**config.mk**
```make
export PLATFORM = sky130hd
export DESIGN_NAME = dts_gen
export DESIGN_NICKNAME = d
export VERILOG_FILES = /design/src/logic/dts_pkg.sv /design/src/logic/dts_fifo.sv /design/src/logic/dts_mseq.sv /design/src/logic/dts_gen.sv
export SDC_FILE = /design/constraint.sdc
export NUM_CORES = 1
export LEC_CHECK = 0
export BUFFER_PORTS_ARGS = -buffer_cell sky130_fd_sc_hd__buf_2
export CAP_MARGIN = 10
export CORE_UTILIZATION = 42
export CTS_BUF_LIST = sky130_fd_sc_hd__clkbuf_4
export DETAILED_ROUTE_END_ITERATION = 10
export HOLD_SLACK_MARGIN = 0.03
export PLACE_DENSITY_LB_ADDON = 0.25
export REMOVE_ABC_BUFFERS = 1
export SLEW_MARGIN = 20
export SYNTH_ARGS = -nofsm -noshare
export SYNTH_HDL_FRONTEND = slang
export SYNTH_SLANG_ARGS = --single-unit
```
**constraint.sdc**
```tcl
create_clock -name clk_sys -period 31.7 [get_ports clk_sys]
set_input_delay 4.755 -clock clk_sys [delete_from_list [all_inputs] [get_ports clk_sys]]
set_output_delay 4.755 -clock clk_sys [all_outputs]
set_load 0.005 [all_outputs]
```
**src/logic/dts_pkg.sv**
```systemverilog
// Constants, enums and carrier structs for the training and sync generator.
// Assumes one 20 MHz system clock; all users import the whole package.
package dts_pkg;
	// ----------------------------------------
	// Timing
	// ----------------------------------------
	localparam int CLK_NS = 50;
	// ----------------------------------------
	// Training format
	// ----------------------------------------
	localparam int SYM_LEN = 32;
	localparam logic [6:0] SYM_LAST = 7'(SYM_LEN - 1);
	localparam logic [6:0] GI_IND_SHORT = 7'(SYM_LEN / 4);
	localparam logic [6:0] GI_IND_LONG = 7'(SYM_LEN / 2);
	localparam logic [6:0] GI_COM_SHORT = 7'(SYM_LEN * 3 / 8);
	localparam logic [6:0] GI_COM_LONG = 7'(SYM_LEN * 5 / 8);
	localparam logic [4:0] NUM_CORE = 5'h0C;
	localparam logic [3:0] CORE_DL = 4'h1;
	localparam logic [3:0] CORE_UL = 4'h2;
	localparam logic [5:0] OFS_ONE = 6'h01;
	localparam logic [5:0] OFS_BASE = 6'h02;
	localparam logic [4:0] OFS_STEP = 5'h04;
	// ----------------------------------------
	// Synchronization signals
	// ----------------------------------------
	localparam int ZC_HALF = 31;
	localparam int ZC_MOD = 126;
	localparam int SEQ_LEN = 62;
	localparam int RSV = 5;
	localparam logic [6:0] ZC_LAST = 7'(SEQ_LEN + 2 * RSV - 1);
	localparam logic [6:0] SSS_LAST = 7'(SEQ_LEN - 1);
	localparam logic [5:0] ZC_ROOT0 = 6'h19;
	localparam logic [5:0] ZC_ROOT1 = 6'h1D;
	localparam logic [5:0] ZC_ROOT2 = 6'h22;
	localparam logic [5:0] MSEQ_LEN = 6'h1F;
	localparam logic [4:0] MSEQ_SEED = 5'h10;
	localparam logic [5:0] C1_SHIFT = 6'h03;
	localparam logic [4:0] Z_MASK = 5'h07;
	localparam logic [2:0] PSS_SYM = 3'h2;
	localparam logic [2:0] SSS_SYM = 3'h6;
	localparam int FIFO_DEPTH = 8;
	// ----------------------------------------
	// Types
	// ----------------------------------------
	typedef enum logic [1:0] {FMT_INDIV, FMT_COMMON, FMT_PSS, FMT_SSS} dts_fmt_t;
	typedef struct packed {
		dts_fmt_t fmt;
		logic uplink;
		logic guard_long;
		logic [9:0] base_station_identifier;
		logic mimo;
		logic sdma;
		logic [2:0] stream;
		logic [4:0] nch;
		logic [4:0] chan;
		logic [1:0] nid2;
		logic [4:0] m0;
		logic [4:0] m1;
		logic slot5;
		logic [1:0] port;
		logic low_mcs;
		logic extra_boost;
	} dts_cfg_t;
	typedef struct packed {
		dts_fmt_t fmt;
		logic zero;
		logic [1:0] boost;
		logic [2:0] sym;
		logic [1:0] port;
		logic signed [7:0] kofs;
		logic [4:0] addr;
		logic [6:0] val;
	} dts_samp_t;
endpackage

```
**src/logic/dts_fifo.sv**
```systemverilog
// Sample FIFO with a registered output stage.
// Assumes one clock; the drain side may stall at will.
`timescale 1ns/1ns
module dts_fifo #(
	parameter int WIDTH = 8,
	parameter int DEPTH = 8
) (
	input wire logic clk_sys,
	input wire logic nrst,
	input wire logic [WIDTH-1:0] in_data,
	input wire logic in_valid,
	output logic in_ready,
	output logic [WIDTH-1:0] out_data,
	output logic out_valid,
	input wire logic out_ready
);
	localparam int AW = $clog2(DEPTH);
	localparam int CW = $clog2(DEPTH + 1);
	localparam logic [AW-1:0] PTR_LAST = AW'(DEPTH - 1);
	localparam logic [CW-1:0] CNT_FULL = CW'(DEPTH);
	logic [WIDTH-1:0] mem [DEPTH];
	logic [AW-1:0] wptr;
	logic [AW-1:0] rptr;
	logic [CW-1:0] count;
	logic push;
	logic pop;

	// Handshake terms
	assign in_ready = count != CNT_FULL;
	assign push = in_valid && in_ready;
	assign pop = (count != '0) && (!out_valid || out_ready);

	// Storage array
	always_ff @(posedge clk_sys) begin
		if (push) begin
			mem[wptr] <= in_data;
		end
	end

	// Pointers and fill level
	always_ff @(posedge clk_sys or negedge nrst) begin
		if (!nrst) begin
			wptr <= '0;
			rptr <= '0;
			count <= '0;
		end else begin
			if (push) begin
				wptr <= (wptr == PTR_LAST) ? '0 : wptr + 1'b1;
			end
			if (pop) begin
				rptr <= (rptr == PTR_LAST) ? '0 : rptr + 1'b1;
			end
			count <= count + CW'(push) - CW'(pop);
		end
	end

	// Output register stage
	always_ff @(posedge clk_sys or negedge nrst) begin
		if (!nrst) begin
			out_data <= '0;
			out_valid <= 1'b0;
		end else if (pop) begin
			out_data <= mem[rptr];
			out_valid <= 1'b1;
		end else if (out_ready) begin
			out_valid <= 1'b0;
		end
	end
endmodule // dts_fifo

```
**src/logic/dts_mseq.sv**
```systemverilog
// Length-31 base m-sequence, all 31 bits at once.
// Pure combinational constant; no clock needed.
`timescale 1ns/1ns
module dts_mseq
	import dts_pkg::*;
(
	output logic [30:0] x_seq
);
	// Seed with four zeros then a one
	assign x_seq[4:0] = MSEQ_SEED;
	// Recursion x(i+5) = x(i+3) xor x(i)
	for (genvar i = 0; i < 26; i++) begin : g_rec
		assign x_seq[i+5] = x_seq[i+3] ^ x_seq[i];
	end
endmodule // dts_mseq

```
**src/logic/dts_gen.sv**
```systemverilog
// Downlink training format and synchronization sequence generator.
// Assumes synchronous inputs, a consumer that drains samples with ready.
// Operation
// - Individual guard copies quarter or half symbol
// - Individual uses first training symbol only
// - Common guard copies 3/8 or 5/8 of second
// - Common sends first then second training symbol
// - Core sequence rotated by offset sample
// - Offset number one means no rotation
// - Training samples boosted, extra only low MCS
// - Index is core plus twelve times offset-1
// - Common core 1 downlink, 2 uplink, offset 1
// - SISO core: low five bits mod 12, plus 1
// - Offset (B+m) mod (n-1) plus 2
// - MIMO core adds stream minus one
// - Stream forced to one unless SDMA
// - PSS 62 ZC samples, shifted term from 31 up
// - Root 25, 29, 34 for identity 0..2
// - PSS at -31, third symbol, slots 1, 6
// - Five reserved carriers each side carry nothing
// - SSS interleaves two sequences, swapped slot 5
// - m-sequence recursion and seed 00001
// - Scramblers shifted by identity and identity+3
// - Odd scrambler shift is index mod 8
// - SSS reuses PSS port, last symbol, centred
`timescale 1ns/1ns
module dts_gen
	import dts_pkg::*;
(
	input wire logic clk_sys,
	input wire logic nrst,
	input wire logic start,
	input dts_cfg_t cfg,
	output logic busy,
	output logic [8:0] train_index,
	output logic [3:0] core_num,
	output logic [5:0] offset_num,
	output dts_samp_t samp,
	output logic samp_valid,
	input wire logic samp_ready
);
	typedef enum logic [2:0] {S_IDLE, S_GUARD, S_SYM1, S_SYM2, S_ZC, S_SSS} dts_state_t;
	dts_state_t state;
	dts_cfg_t cur;
	logic [6:0] cnt;
	logic [4:0] shift;
	logic [1:0] pss_port;
	logic [30:0] x_seq;
	logic fifo_ready;
	logic push;
	logic take;
	logic last;
	logic [6:0] glen;
	dts_samp_t next_samp;
	logic [3:0] next_core;
	logic [5:0] next_ofs;

	// ----------------------------------------
	// Helper functions
	// ----------------------------------------
	// Wrap an index below 62 into 0..30
	function automatic logic [4:0] wrap31(input logic [5:0] a);
		return (a >= MSEQ_LEN) ? 5'(a - MSEQ_LEN) : a[4:0];
	endfunction

	// Bit of the m-sequence after a cyclic shift
	function automatic logic mbit(input logic [30:0] v, input logic [4:0] n,
		input logic [5:0] sh);
		return v[wrap31(6'(n) + sh)];
	endfunction

	// Zadoff-Chu root per physical identity
	function automatic logic [5:0] zc_root(input logic [1:0] id);
		unique case (id)
			2'h0: return ZC_ROOT0;
			2'h1: return ZC_ROOT1;
			default: return ZC_ROOT2;
		endcase
	endfunction

	// ----------------------------------------
	// Training index arithmetic
	// ----------------------------------------
	always_comb begin
		logic [5:0] a_part;
		logic [5:0] b_part;
		logic [2:0] kk;
		a_part = 6'(cfg.base_station_identifier[4:0]);
		b_part = 6'(cfg.base_station_identifier[9:5]) + 6'(cfg.chan);
		kk = (cfg.mimo && cfg.sdma) ? cfg.stream : 3'h1;
		if (cfg.fmt == FMT_COMMON) begin
			next_core = cfg.uplink ? CORE_UL : CORE_DL;
			next_ofs = OFS_ONE;
		end else begin
			// Core number, stream term is one in SISO
			next_core = 4'(((a_part + 6'(kk) - 6'h01) % 6'(NUM_CORE)) + 6'h01);
			if (cfg.nch < 5'h02) begin
				next_ofs = OFS_ONE;
			end else begin
				next_ofs = (b_part % 6'(cfg.nch - 5'h01)) + OFS_BASE;
			end
		end
	end

	// Latch request and training parameters
	always_ff @(posedge clk_sys or negedge nrst) begin
		if (!nrst) begin
			cur <= '0;
			core_num <= CORE_DL;
			offset_num <= OFS_ONE;
			train_index <= 9'h001;
			shift <= '0;
		end else if (take) begin
			cur <= cfg;
			core_num <= next_core;
			offset_num <= next_ofs;
			train_index <= 9'(next_core) + 9'(next_ofs - 6'h01) * 9'(NUM_CORE);
			shift <= 5'(next_ofs - 6'h01) * OFS_STEP;
		end
	end

	// Antenna port of the last primary sync in this half frame
	always_ff @(posedge clk_sys or negedge nrst) begin
		if (!nrst) begin
			pss_port <= '0;
		end else if (take && cfg.fmt == FMT_PSS) begin
			pss_port <= cfg.port;
		end
	end

	// ----------------------------------------
	// Sequencer
	// ----------------------------------------
	assign take = start && state == S_IDLE;
	assign push = state != S_IDLE && fifo_ready;

	// Guard length by format and option
	always_comb begin
		if (cur.fmt == FMT_COMMON) begin
			glen = cur.guard_long ? GI_COM_LONG : GI_COM_SHORT;
		end else begin
			glen = cur.guard_long ? GI_IND_LONG : GI_IND_SHORT;
		end
	end

	// Last sample of the current phase
	always_comb begin
		unique case (state)
			S_GUARD: last = cnt == glen - 7'h01;
			S_SYM1, S_SYM2: last = cnt == SYM_LAST;
			S_ZC: last = cnt == ZC_LAST;
			S_SSS: last = cnt == SSS_LAST;
			default: last = 1'b0;
		endcase
	end

	// State and sample counter
	always_ff @(posedge clk_sys or negedge nrst) begin
		if (!nrst) begin
			state <= S_IDLE;
			cnt <= '0;
		end else if (take) begin
			cnt <= '0;
			unique case (cfg.fmt)
				FMT_INDIV, FMT_COMMON: state <= S_GUARD;
				FMT_PSS: state <= S_ZC;
				FMT_SSS: state <= S_SSS;
			endcase
		end else if (push) begin
			cnt <= last ? '0 : cnt + 7'h01;
			if (last) begin
				unique case (state)
					S_GUARD: state <= S_SYM1;
					S_SYM1: state <= (cur.fmt == FMT_COMMON) ? S_SYM2 : S_IDLE;
					default: state <= S_IDLE;
				endcase
			end
		end
	end

	// Busy flag
	always_ff @(posedge clk_sys or negedge nrst) begin
		if (!nrst) begin
			busy <= 1'b0;
		end else begin
			busy <= take || (state != S_IDLE && !(push && last && state != S_GUARD
				&& !(state == S_SYM1 && cur.fmt == FMT_COMMON)));
		end
	end

	// ----------------------------------------
	// Sample forming
	// ----------------------------------------
	dts_mseq u_mseq (
		.x_seq(x_seq)
	);

	always_comb begin
		int n;
		int m;
		int prod;
		logic [4:0] h;
		logic [4:0] raw;
		logic s0;
		logic s1;
		logic c0;
		logic c1;
		logic z0;
		logic z1;
		n = int'(cnt) - RSV;
		m = (n < ZC_HALF) ? n : n + 1;
		prod = int'(zc_root(cur.nid2)) * m * (m + 1);
		h = 5'(cnt >> 1);
		raw = 5'(cnt);
		s0 = mbit(x_seq, h, 6'(cur.m0));
		s1 = mbit(x_seq, h, 6'(cur.m1));
		c0 = mbit(x_seq, h, 6'(cur.nid2));
		c1 = mbit(x_seq, h, 6'(cur.nid2) + C1_SHIFT);
		z0 = mbit(x_seq, h, 6'(cur.m0 & Z_MASK));
		z1 = mbit(x_seq, h, 6'(cur.m1 & Z_MASK));
		next_samp = '0;
		next_samp.fmt = cur.fmt;
		next_samp.port = cur.port;
		unique case (state)
			S_GUARD: begin
				// Tail of the symbol copied ahead
				raw = 5'(7'(SYM_LEN) - glen + cnt);
				next_samp.sym = (cur.fmt == FMT_COMMON) ? 3'h1 : 3'h0;
			end
			S_SYM2: begin
				next_samp.sym = 3'h1;
			end
			S_ZC: begin
				next_samp.sym = PSS_SYM;
				next_samp.kofs = 8'(n - ZC_HALF);
				next_samp.zero = (n < 0) || (n >= SEQ_LEN);
				next_samp.val = next_samp.zero ? 7'h00 : 7'(prod % ZC_MOD);
			end
			S_SSS: begin
				next_samp.sym = SSS_SYM;
				next_samp.port = pss_port;
				next_samp.kofs = 8'(int'(cnt) - ZC_HALF);
				// Sign bit, 1 means -1
				if (!cnt[0]) begin
					next_samp.val = 7'(cur.slot5 ? (s1 ^ c0) : (s0 ^ c0));
				end else begin
					next_samp.val = 7'(cur.slot5 ? (s0 ^ c1 ^ z1) : (s1 ^ c1 ^ z0));
				end
			end
			default: begin
			end
		endcase
		if (state == S_GUARD || state == S_SYM1 || state == S_SYM2) begin
			next_samp.addr = raw + shift;
			next_samp.boost = {cur.extra_boost && cur.low_mcs, 1'b1};
		end
	end

	dts_fifo #(
		.WIDTH($bits(dts_samp_t)),
		.DEPTH(FIFO_DEPTH)
	) u_fifo (
		.clk_sys(clk_sys),
		.nrst(nrst),
		.in_data(next_samp),
		.in_valid(state != S_IDLE),
		.in_ready(fifo_ready),
		.out_data(samp),
		.out_valid(samp_valid),
		.out_ready(samp_ready)
	);

	// ----------------------------------------
	// Assertions
	// ----------------------------------------
	property p_indiv_guard;
		@(posedge clk_sys) disable iff (!nrst)
		(state == S_GUARD && cur.fmt == FMT_INDIV) |-> cnt < GI_IND_LONG;
	endproperty
	a_indiv_guard: assert property (p_indiv_guard) else $error("guard too long");

	property p_indiv_single;
		@(posedge clk_sys) disable iff (!nrst)
		state == S_SYM2 |-> cur.fmt == FMT_COMMON;
	endproperty
	a_indiv_single: assert property (p_indiv_single) else $error("unexpected second symbol");

	property p_common_guard;
		@(posedge clk_sys) disable iff (!nrst)
		(push && state == S_GUARD && cur.fmt == FMT_COMMON && !cur.guard_long && cnt == 7'h00)
		|-> next_samp.addr == 5'(7'(SYM_LEN) - GI_COM_SHORT + 7'(shift));
	endproperty
	a_common_guard: assert property (p_common_guard) else $error("common guard start");

	property p_no_shift;
		@(posedge clk_sys) disable iff (!nrst)
		(take && next_ofs == OFS_ONE) |=> shift == 5'h00;
	endproperty
	a_no_shift: assert property (p_no_shift) else $error("offset one rotated");

	property p_index;
		@(posedge clk_sys) disable iff (!nrst)
		take |=> train_index == 9'(core_num) + 9'(offset_num - 6'h01) * 9'(NUM_CORE);
	endproperty
	a_index: assert property (p_index) else $error("training index wrong");

	property p_common_core;
		@(posedge clk_sys) disable iff (!nrst)
		(take && cfg.fmt == FMT_COMMON) |=>
		core_num == ($past(cfg.uplink) ? CORE_UL : CORE_DL) && offset_num == OFS_ONE;
	endproperty
	a_common_core: assert property (p_common_core) else $error("common core wrong");

	property p_siso_core;
		@(posedge clk_sys) disable iff (!nrst)
		(take && cfg.fmt == FMT_INDIV && !cfg.mimo) |=>
		core_num == 4'(($past(cfg.base_station_identifier[4:0]) % NUM_CORE) + 5'h01);
	endproperty
	a_siso_core: assert property (p_siso_core) else $error("SISO core wrong");

	property p_reserved;
		@(posedge clk_sys) disable iff (!nrst)
		(push && state == S_ZC && (cnt < 7'(RSV) || cnt > 7'(SEQ_LEN + RSV - 1)))
		|-> next_samp.zero && next_samp.val == 7'h00;
	endproperty
	a_reserved: assert property (p_reserved) else $error("reserved carrier used");

	property p_pss_place;
		@(posedge clk_sys) disable iff (!nrst)
		(push && state == S_ZC && cnt == 7'(RSV))
		|-> next_samp.kofs == -8'sd31 && next_samp.val == 7'h00 && next_samp.sym == PSS_SYM;
	endproperty
	a_pss_place: assert property (p_pss_place) else $error("PSS placement wrong");

	property p_sss_port;
		@(posedge clk_sys) disable iff (!nrst)
		(push && state == S_SSS) |-> next_samp.port == pss_port && next_samp.sym == SSS_SYM;
	endproperty
	a_sss_port: assert property (p_sss_port) else $error("SSS port differs");

	// Extra boost never without a low-order modulation
	property p_boost;
		@(posedge clk_sys) disable iff (!nrst)
		(push && (state == S_SYM1 || state == S_SYM2))
		|-> next_samp.boost[0] && (!next_samp.boost[1] || cur.low_mcs);
	endproperty
	a_boost: assert property (p_boost) else $error("training boost wrong");
endmodule // dts_gen

```
## Yosys cells after proc, flatten, opt, wreduce, memory -nomap -nowiden

Memories as Yosys holds them, arrays and structs flattened. A register that Yosys moved wholly into a read port is not among the register bits.
Cells that the tools add are included.

| storage, ports and cells | value |
|---|---|
| register bits after elaboration | 66 |
| bits in writable memories | 240 |
| memory bits (read-only) | 192 |
| bits of input ports | 50 |
| output and inout bits | 51 |
| logic and storage cells | 192 |
| memories kept | 7 |

Memory list:

| name | depth | width | read ports | clocked after memory_dff | write ports | RTL line | RTL |
|---|---|---|---|---|---|---|---|
| u_fifo.mem | 8 | 30 | 1 | 1 | 1 | dts_fifo.sv:21 | `logic [WIDTH-1:0] mem [DEPTH];` |
| (name not given) | 32 | 1 | 1 | 0 | 0 | dts_gen.sv:69 | `return v[wrap31(6'(n) + sh)];` |
| (name not given) | 32 | 1 | 1 | 0 | 0 | dts_gen.sv:69 |  |
| (name not given) | 32 | 1 | 1 | 0 | 0 | dts_gen.sv:69 |  |
| (name not given) | 32 | 1 | 1 | 0 | 0 | dts_gen.sv:69 |  |
| (name not given) | 32 | 1 | 1 | 0 | 0 | dts_gen.sv:69 |  |
| 1 more memories | n/a | n/a | n/a | n/a | n/a | n/a |  |

| cells by class | value |
|---|---|
| add/sub/neg operators | 36 |
| $mul | 3 |
| div/mod/pow operators | 3 |
| $lt $le $gt $ge | 16 |
| equal/unequal tests | 18 |
| muxes and demuxes | 51 |
| bitwise gates (word level) | 6 |
| reduce and logical (&&, ||, !) cells | 31 |

Operators with widths:

| operator | count |
|---|---|
| two-way mux 5 bit | 11 |
| >= comparator 6 x 5 -> 1 bit (second input constant) | 6 |
| less-than comparator 5 x 6 -> 1 bit (second input constant) | 6 |
| adder 32 x 2 -> 32 bit (second input constant) | 1 |
| remainder unit 32 x 8 -> 32 bit (second input constant) | 1 |
| multiplier 32 x 32 -> 32 bit | 1 |
| multiplier 7 x 32 -> 32 bit | 1 |
| two-way mux 32 bit | 1 |
| subtractor 5 bit (second input constant) | 6 |
| two-way mux 7 bit | 4 |
| adder 5 x 3 -> 6 bit | 4 |
| adder 5 x 5 -> 6 bit | 3 |
| two-way mux 3 bit | 6 |
| one-hot mux 8 bit (2 select lines) | 1 |
| two-way mux 1 bit | 15 |
| one-hot mux 7 bit (2 select lines) | 1 |
| equality test 3 bit (second input constant) | 4 |
| two-way mux 6 bit | 2 |
| one-hot mux 3 bit (4 select lines) | 1 |
| one-hot mux 6 bit (2 select lines) | 1 |
| logical AND 1 bit | 11 |
| adder 5 bit | 2 |
| adder 4 x 9 -> 9 bit | 1 |
| adder 8 x 2 -> 9 bit (second input constant) | 1 |
| other kinds (49) | 73 |

## Depth between registers and ports, before layout

| logic depth | value |
|---|---|
| depth after elaboration | 11 |
| gate-level depth with buffers | 126 |
| gate-level depth less buffers | 112 |

## Hierarchy

From an unflattened synthesis, not the netlist that was laid out.

| unflattened totals | value |
|---|---|
| cell total of the unflattened synthesis | 4734 |
| area, all modules | 44392.6 um^2 |

By module, submodules not included:

| module | times used | cells each | area each (um^2) | seq. area each (um^2) |
|---|---|---|---|---|
| dts_gen | 1 | 4090 | 33027.9 | 1328.8 |
| dts_fifo | 1 | 611 | 11124.4 | 8232.9 |
| dts_mseq | 1 | 33 | 240.2 | 0.0 |

## Worst setup path after synthesis

OpenSTA, ideal clock, no wires.

| path | value |
|---|---|
| path type | register to register |
| start | reg cnt[1] |
| end | mem u_fifo.mem[0][6] in the netlist's numbering, data pin |
| library setup time | 0.205 ns |
| arrival time | 28.862 ns |
| data required time | 31.495 ns |
| setup slack | 2.633 ns |
| cell stages (with the launch flop) | 113 |
| path buffers | 11 |
| period minus slack after synthesis | 29.067 ns |
| cell sequence | dfrtp_1 > buf_2 > inv_1 > ha_1 > nor2b_2 > or4_4 > and2_4 > buf_6 > o41ai_2 > nand2_1 > fa_1 > inv_1 > fa_1 > inv_1 > fa_1 > inv_1 > fa_1 > ha_1 > (+77 left out) > nand3_1 > a221oi_1 > a211oi_1 > and2_1 > buf_4 > or4_1 > a21o_1 > a21o_1 > a22oi_4 > xor2_1 > or3_1 > buf_4 > a221o_1 > xnor2_1 > o32a_1 > o41ai_2 > xnor2_1 > nor2_1 |

RTL lines:

| element | RTL line | RTL |
|---|---|---|
| start: declaration | dts_gen.sv:45 | `logic [6:0] cnt;` |
| start signal: assignment | dts_gen.sv:170 | `cnt <= last ? '0 : cnt + 7'h01;` |
| end: declaration | dts_fifo.sv:21 |  |

==> results.yml <==
run_status:
  status: "completed"
cells_and_area:
  nNetsFinal: 5535
  drive_gt1_frac: 0.152
  fill_cells: 9787
  final_cell_mix: "712 x inv_1, 467 x nor2_1, 454 x fa_1"
  synthToLayoutAreaGrowth_pct: 9.46
  fin_util: 0.465
  final_common_cell: "inv_1"
cts:
  cts_root_buffer: "clkbuf_4"
  cts_tree: "yes"
  clock_path_buffers: 3
  cts_buffers: 72
  clkTransAtPathRegs_ps: 90
  clock_sinks: 334
  htreeDepth: 3
  postCtsHoldBufs: 0
  clk_latency_ps: 760
setup_path:
  cpMaxStageDelayCell: "fa_1"
  path_class: "flop to flop"
  cpPeakStageDelay_ps: 620
  start_kind: "flop"
  arrival_ps: 30860
  end_kind: "flop"
  crit_top_cell: "fa_1"
  critPathMaxFanout: 12
  worst_ep_required_time_ps: 32230
sta:
  period_share: 0.957
  worst_pin_slew_ps: 1040
  setup_ws_ps: 1370
  fin_tns_setup_ps: 0
  setup_viol: 0
  skew_ps: 49.0
  max_freq_mhz: 33.0
  holdWs_ps: 476
  max_slew_margin: 0.303
  layout_min_cycle_time_ps: 30330
  slew_viol_final: 0
  hold_violations: 0
floorplanning:
  start_util: 0.425
  io_pins: 101
  die_area_mm2: 0.104
  die_x_um: 323
  num_rows: 117
  core_area_mm2: 0.102
  die_y_um: 323
yosys:
  synthArstFlopShare: 0.281
  synth_seq_area_share: 0.221
  syn_avg_cell_area_um2: 9.36
  synth_edf_count: 240
  yosysTopAreaCellShare: 0.210
  ys_seq_elements: 334
  dominantRegCellSynth: "edfxtp_1"
  synth_top_area_cell: "fa_1"
  ys_types: 156
  syn_area_mm2: 0.0433
  yosys-top-cells-area: "fa_1 21%, edfxtp_1 17%, ha_1 7.9%"
  yosys_warnings: 0
  synthCells: 4629
grt:
  antenna_found_initial: 2
  grt_pass1_wl_mm: 182
  grt_max_degree: 65
  first_global_vias: 33600
  grt.overflow.total: 0
  grt.total_usage: 0.217
routing:
  drtIter0Drc: 2047
  dr_total_vias: 33600
  routed_via_density: 5.43
  drtPass1Iterations: 5
  wl_mm: 113
  drc: 0
  drtAntennaViolNets: 0
  wl_per_cell_um: 18.3
worst_hold_path:
  holdCritPathClass: "flop to flop"
placement:
  gp_congestion: 0.917
  portBuffers: 100
  dp_slack_ps: 31.4
  dp_hpwl_mm: 87.4
job:
  maxCapViolCount: 0
-- worst max-delay path, delay by kind of cell, from the launching register on --
kind            cells  cell delay, ps
compound gates     34            9240
simple gates       32            7620
fa+ha+maj          16            7610
xor+xnor           12            2810
buf+inv            13            1570
mux                 2             710
flops               1             460
-- metal layers --
layer | GRT usage | wire, µm | vias to the layer above | share of wire
li1 | - | - | 15900 | -
met1 | 0.293 | 49700 | 16800 | 0.44
met2 | 0.378 | 56300 | 852 | 0.50
met3 | 0.0178 | 4680 | 140 | 0.041
met4 | 0.0523 | 2330 | 0 | 0.021
met5 | 0 | 0 | - | 0
-- area by class of cell --
type	count	area [µm²]	share of cell area
multi-input combinational	3415	30900	0.653
sequential	334	9570	0.202
inverter	720	2710	0.0572
tap	1368	1710	0.0361
timing repair buffer	216	1420	0.0298
clock buffer	105	788	0.0166
clock inverter	28	275	0.00580
antenna	1	2.50	0.0000528
-- what timing repair did --
action / 4_1_cts / 5_1_grt
endpoints found under the hold margin: 0 / 0
pin swaps: 0 / 19
setup buffers: 0 / 16
gates cloned: 0 / 1
endpoints found under the setup margin: 16 / 48
resized for setup: 1 / 99
-- cell usage after synthesis (12+ instances only) --
library cell / number
o21bai_1: 14
o21ai_0: 131
inv_1: 714
clkbuf_1: 114
o31ai_1: 25
fa_1: 454
nor2b_1: 25
nand2b_1: 111
buf_1: 20
nor3_1: 79
mux2i_1: 60
o21a_1: 38
nand2_1: 360
ha_1: 272
nand4_1: 17
a211o_1: 16
mux2_2: 24
a31oi_1: 26
nor2_1: 480
o211ai_1: 18
edfxtp_1: 240
a211oi_1: 43
or2_2: 60
buf_4: 12
mux4_2: 60
or3_1: 37
and2_1: 47
a21oi_1: 193
a21o_1: 67
dfrtp_1: 92
nand3_1: 68
xnor2_1: 191
nor4_1: 16
xor2_1: 73
o21ai_1: 18
and3_1: 23
-- cells by family (layout without fill, tap and decap cells) --
logic type,after synthesis,count (layout),share of synthesized area
AND/OR/NAND/NOR,1438,1438,0.161
AO/OA/AOI/OAI,813,814,0.137
flip-flops,334,334,0.221
buffers and inverters,888,1069,0.0804
other,2,10,0.000173
multiplexers,150,150,0.0535
adder cells (fa/ha/maj),730,730,0.289
XOR/XNOR,274,274,0.0584
-- per-stage QoR --
step                cells  cell area (µm²)
floorplan            4468            42600
global placement     6036            45700
detailed placement   6036            45700
CTS                  6169            46800
global route         6187            47400
finish               6187            47400
-- state kept, by name (all words and copies together), names as in the netlist --
name              cells
state                 3
busy                  1
u_fifo.mem          240
train_index           9
u_fifo.out_data      30
cnt                   7
offset_num            6
u_fifo.out_valid      1
u_fifo.wptr           3
pss_port              2
shift                 3
cur                  20
u_fifo.rptr           3
core_num              2
u_fifo.count          4
-- path summary, 6_finish.rpt --
kind                            slack, ps  cells after the start                  startpoint                    endpoint
worst max-delay path                 1370                    109          cnt[3]$_DFFE_PN0P_  u_fifo.mem[5][6]$_DFFE_PP_
worst max register to register       1370                    109          cnt[3]$_DFFE_PN0P_  u_fifo.mem[5][6]$_DFFE_PP_
worst min register to register        480                      2  train_index[7]$_DFFE_PN0P_  train_index[7]$_DFFE_PN0P_
worst min-delay path                  480                      2  train_index[7]$_DFFE_PN0P_  train_index[7]$_DFFE_PN0P_
max in group asynchronous           26360                      2                        nrst  u_fifo.rptr[0]$_DFFE_PN0P_
min in group asynchronous            4010                      1                        nrst  u_fifo.wptr[2]$_DFFE_PN0P_
Power is not shown: default switching activity piles up to over one toggle a cycle in this logic, so the estimate is an artifact.
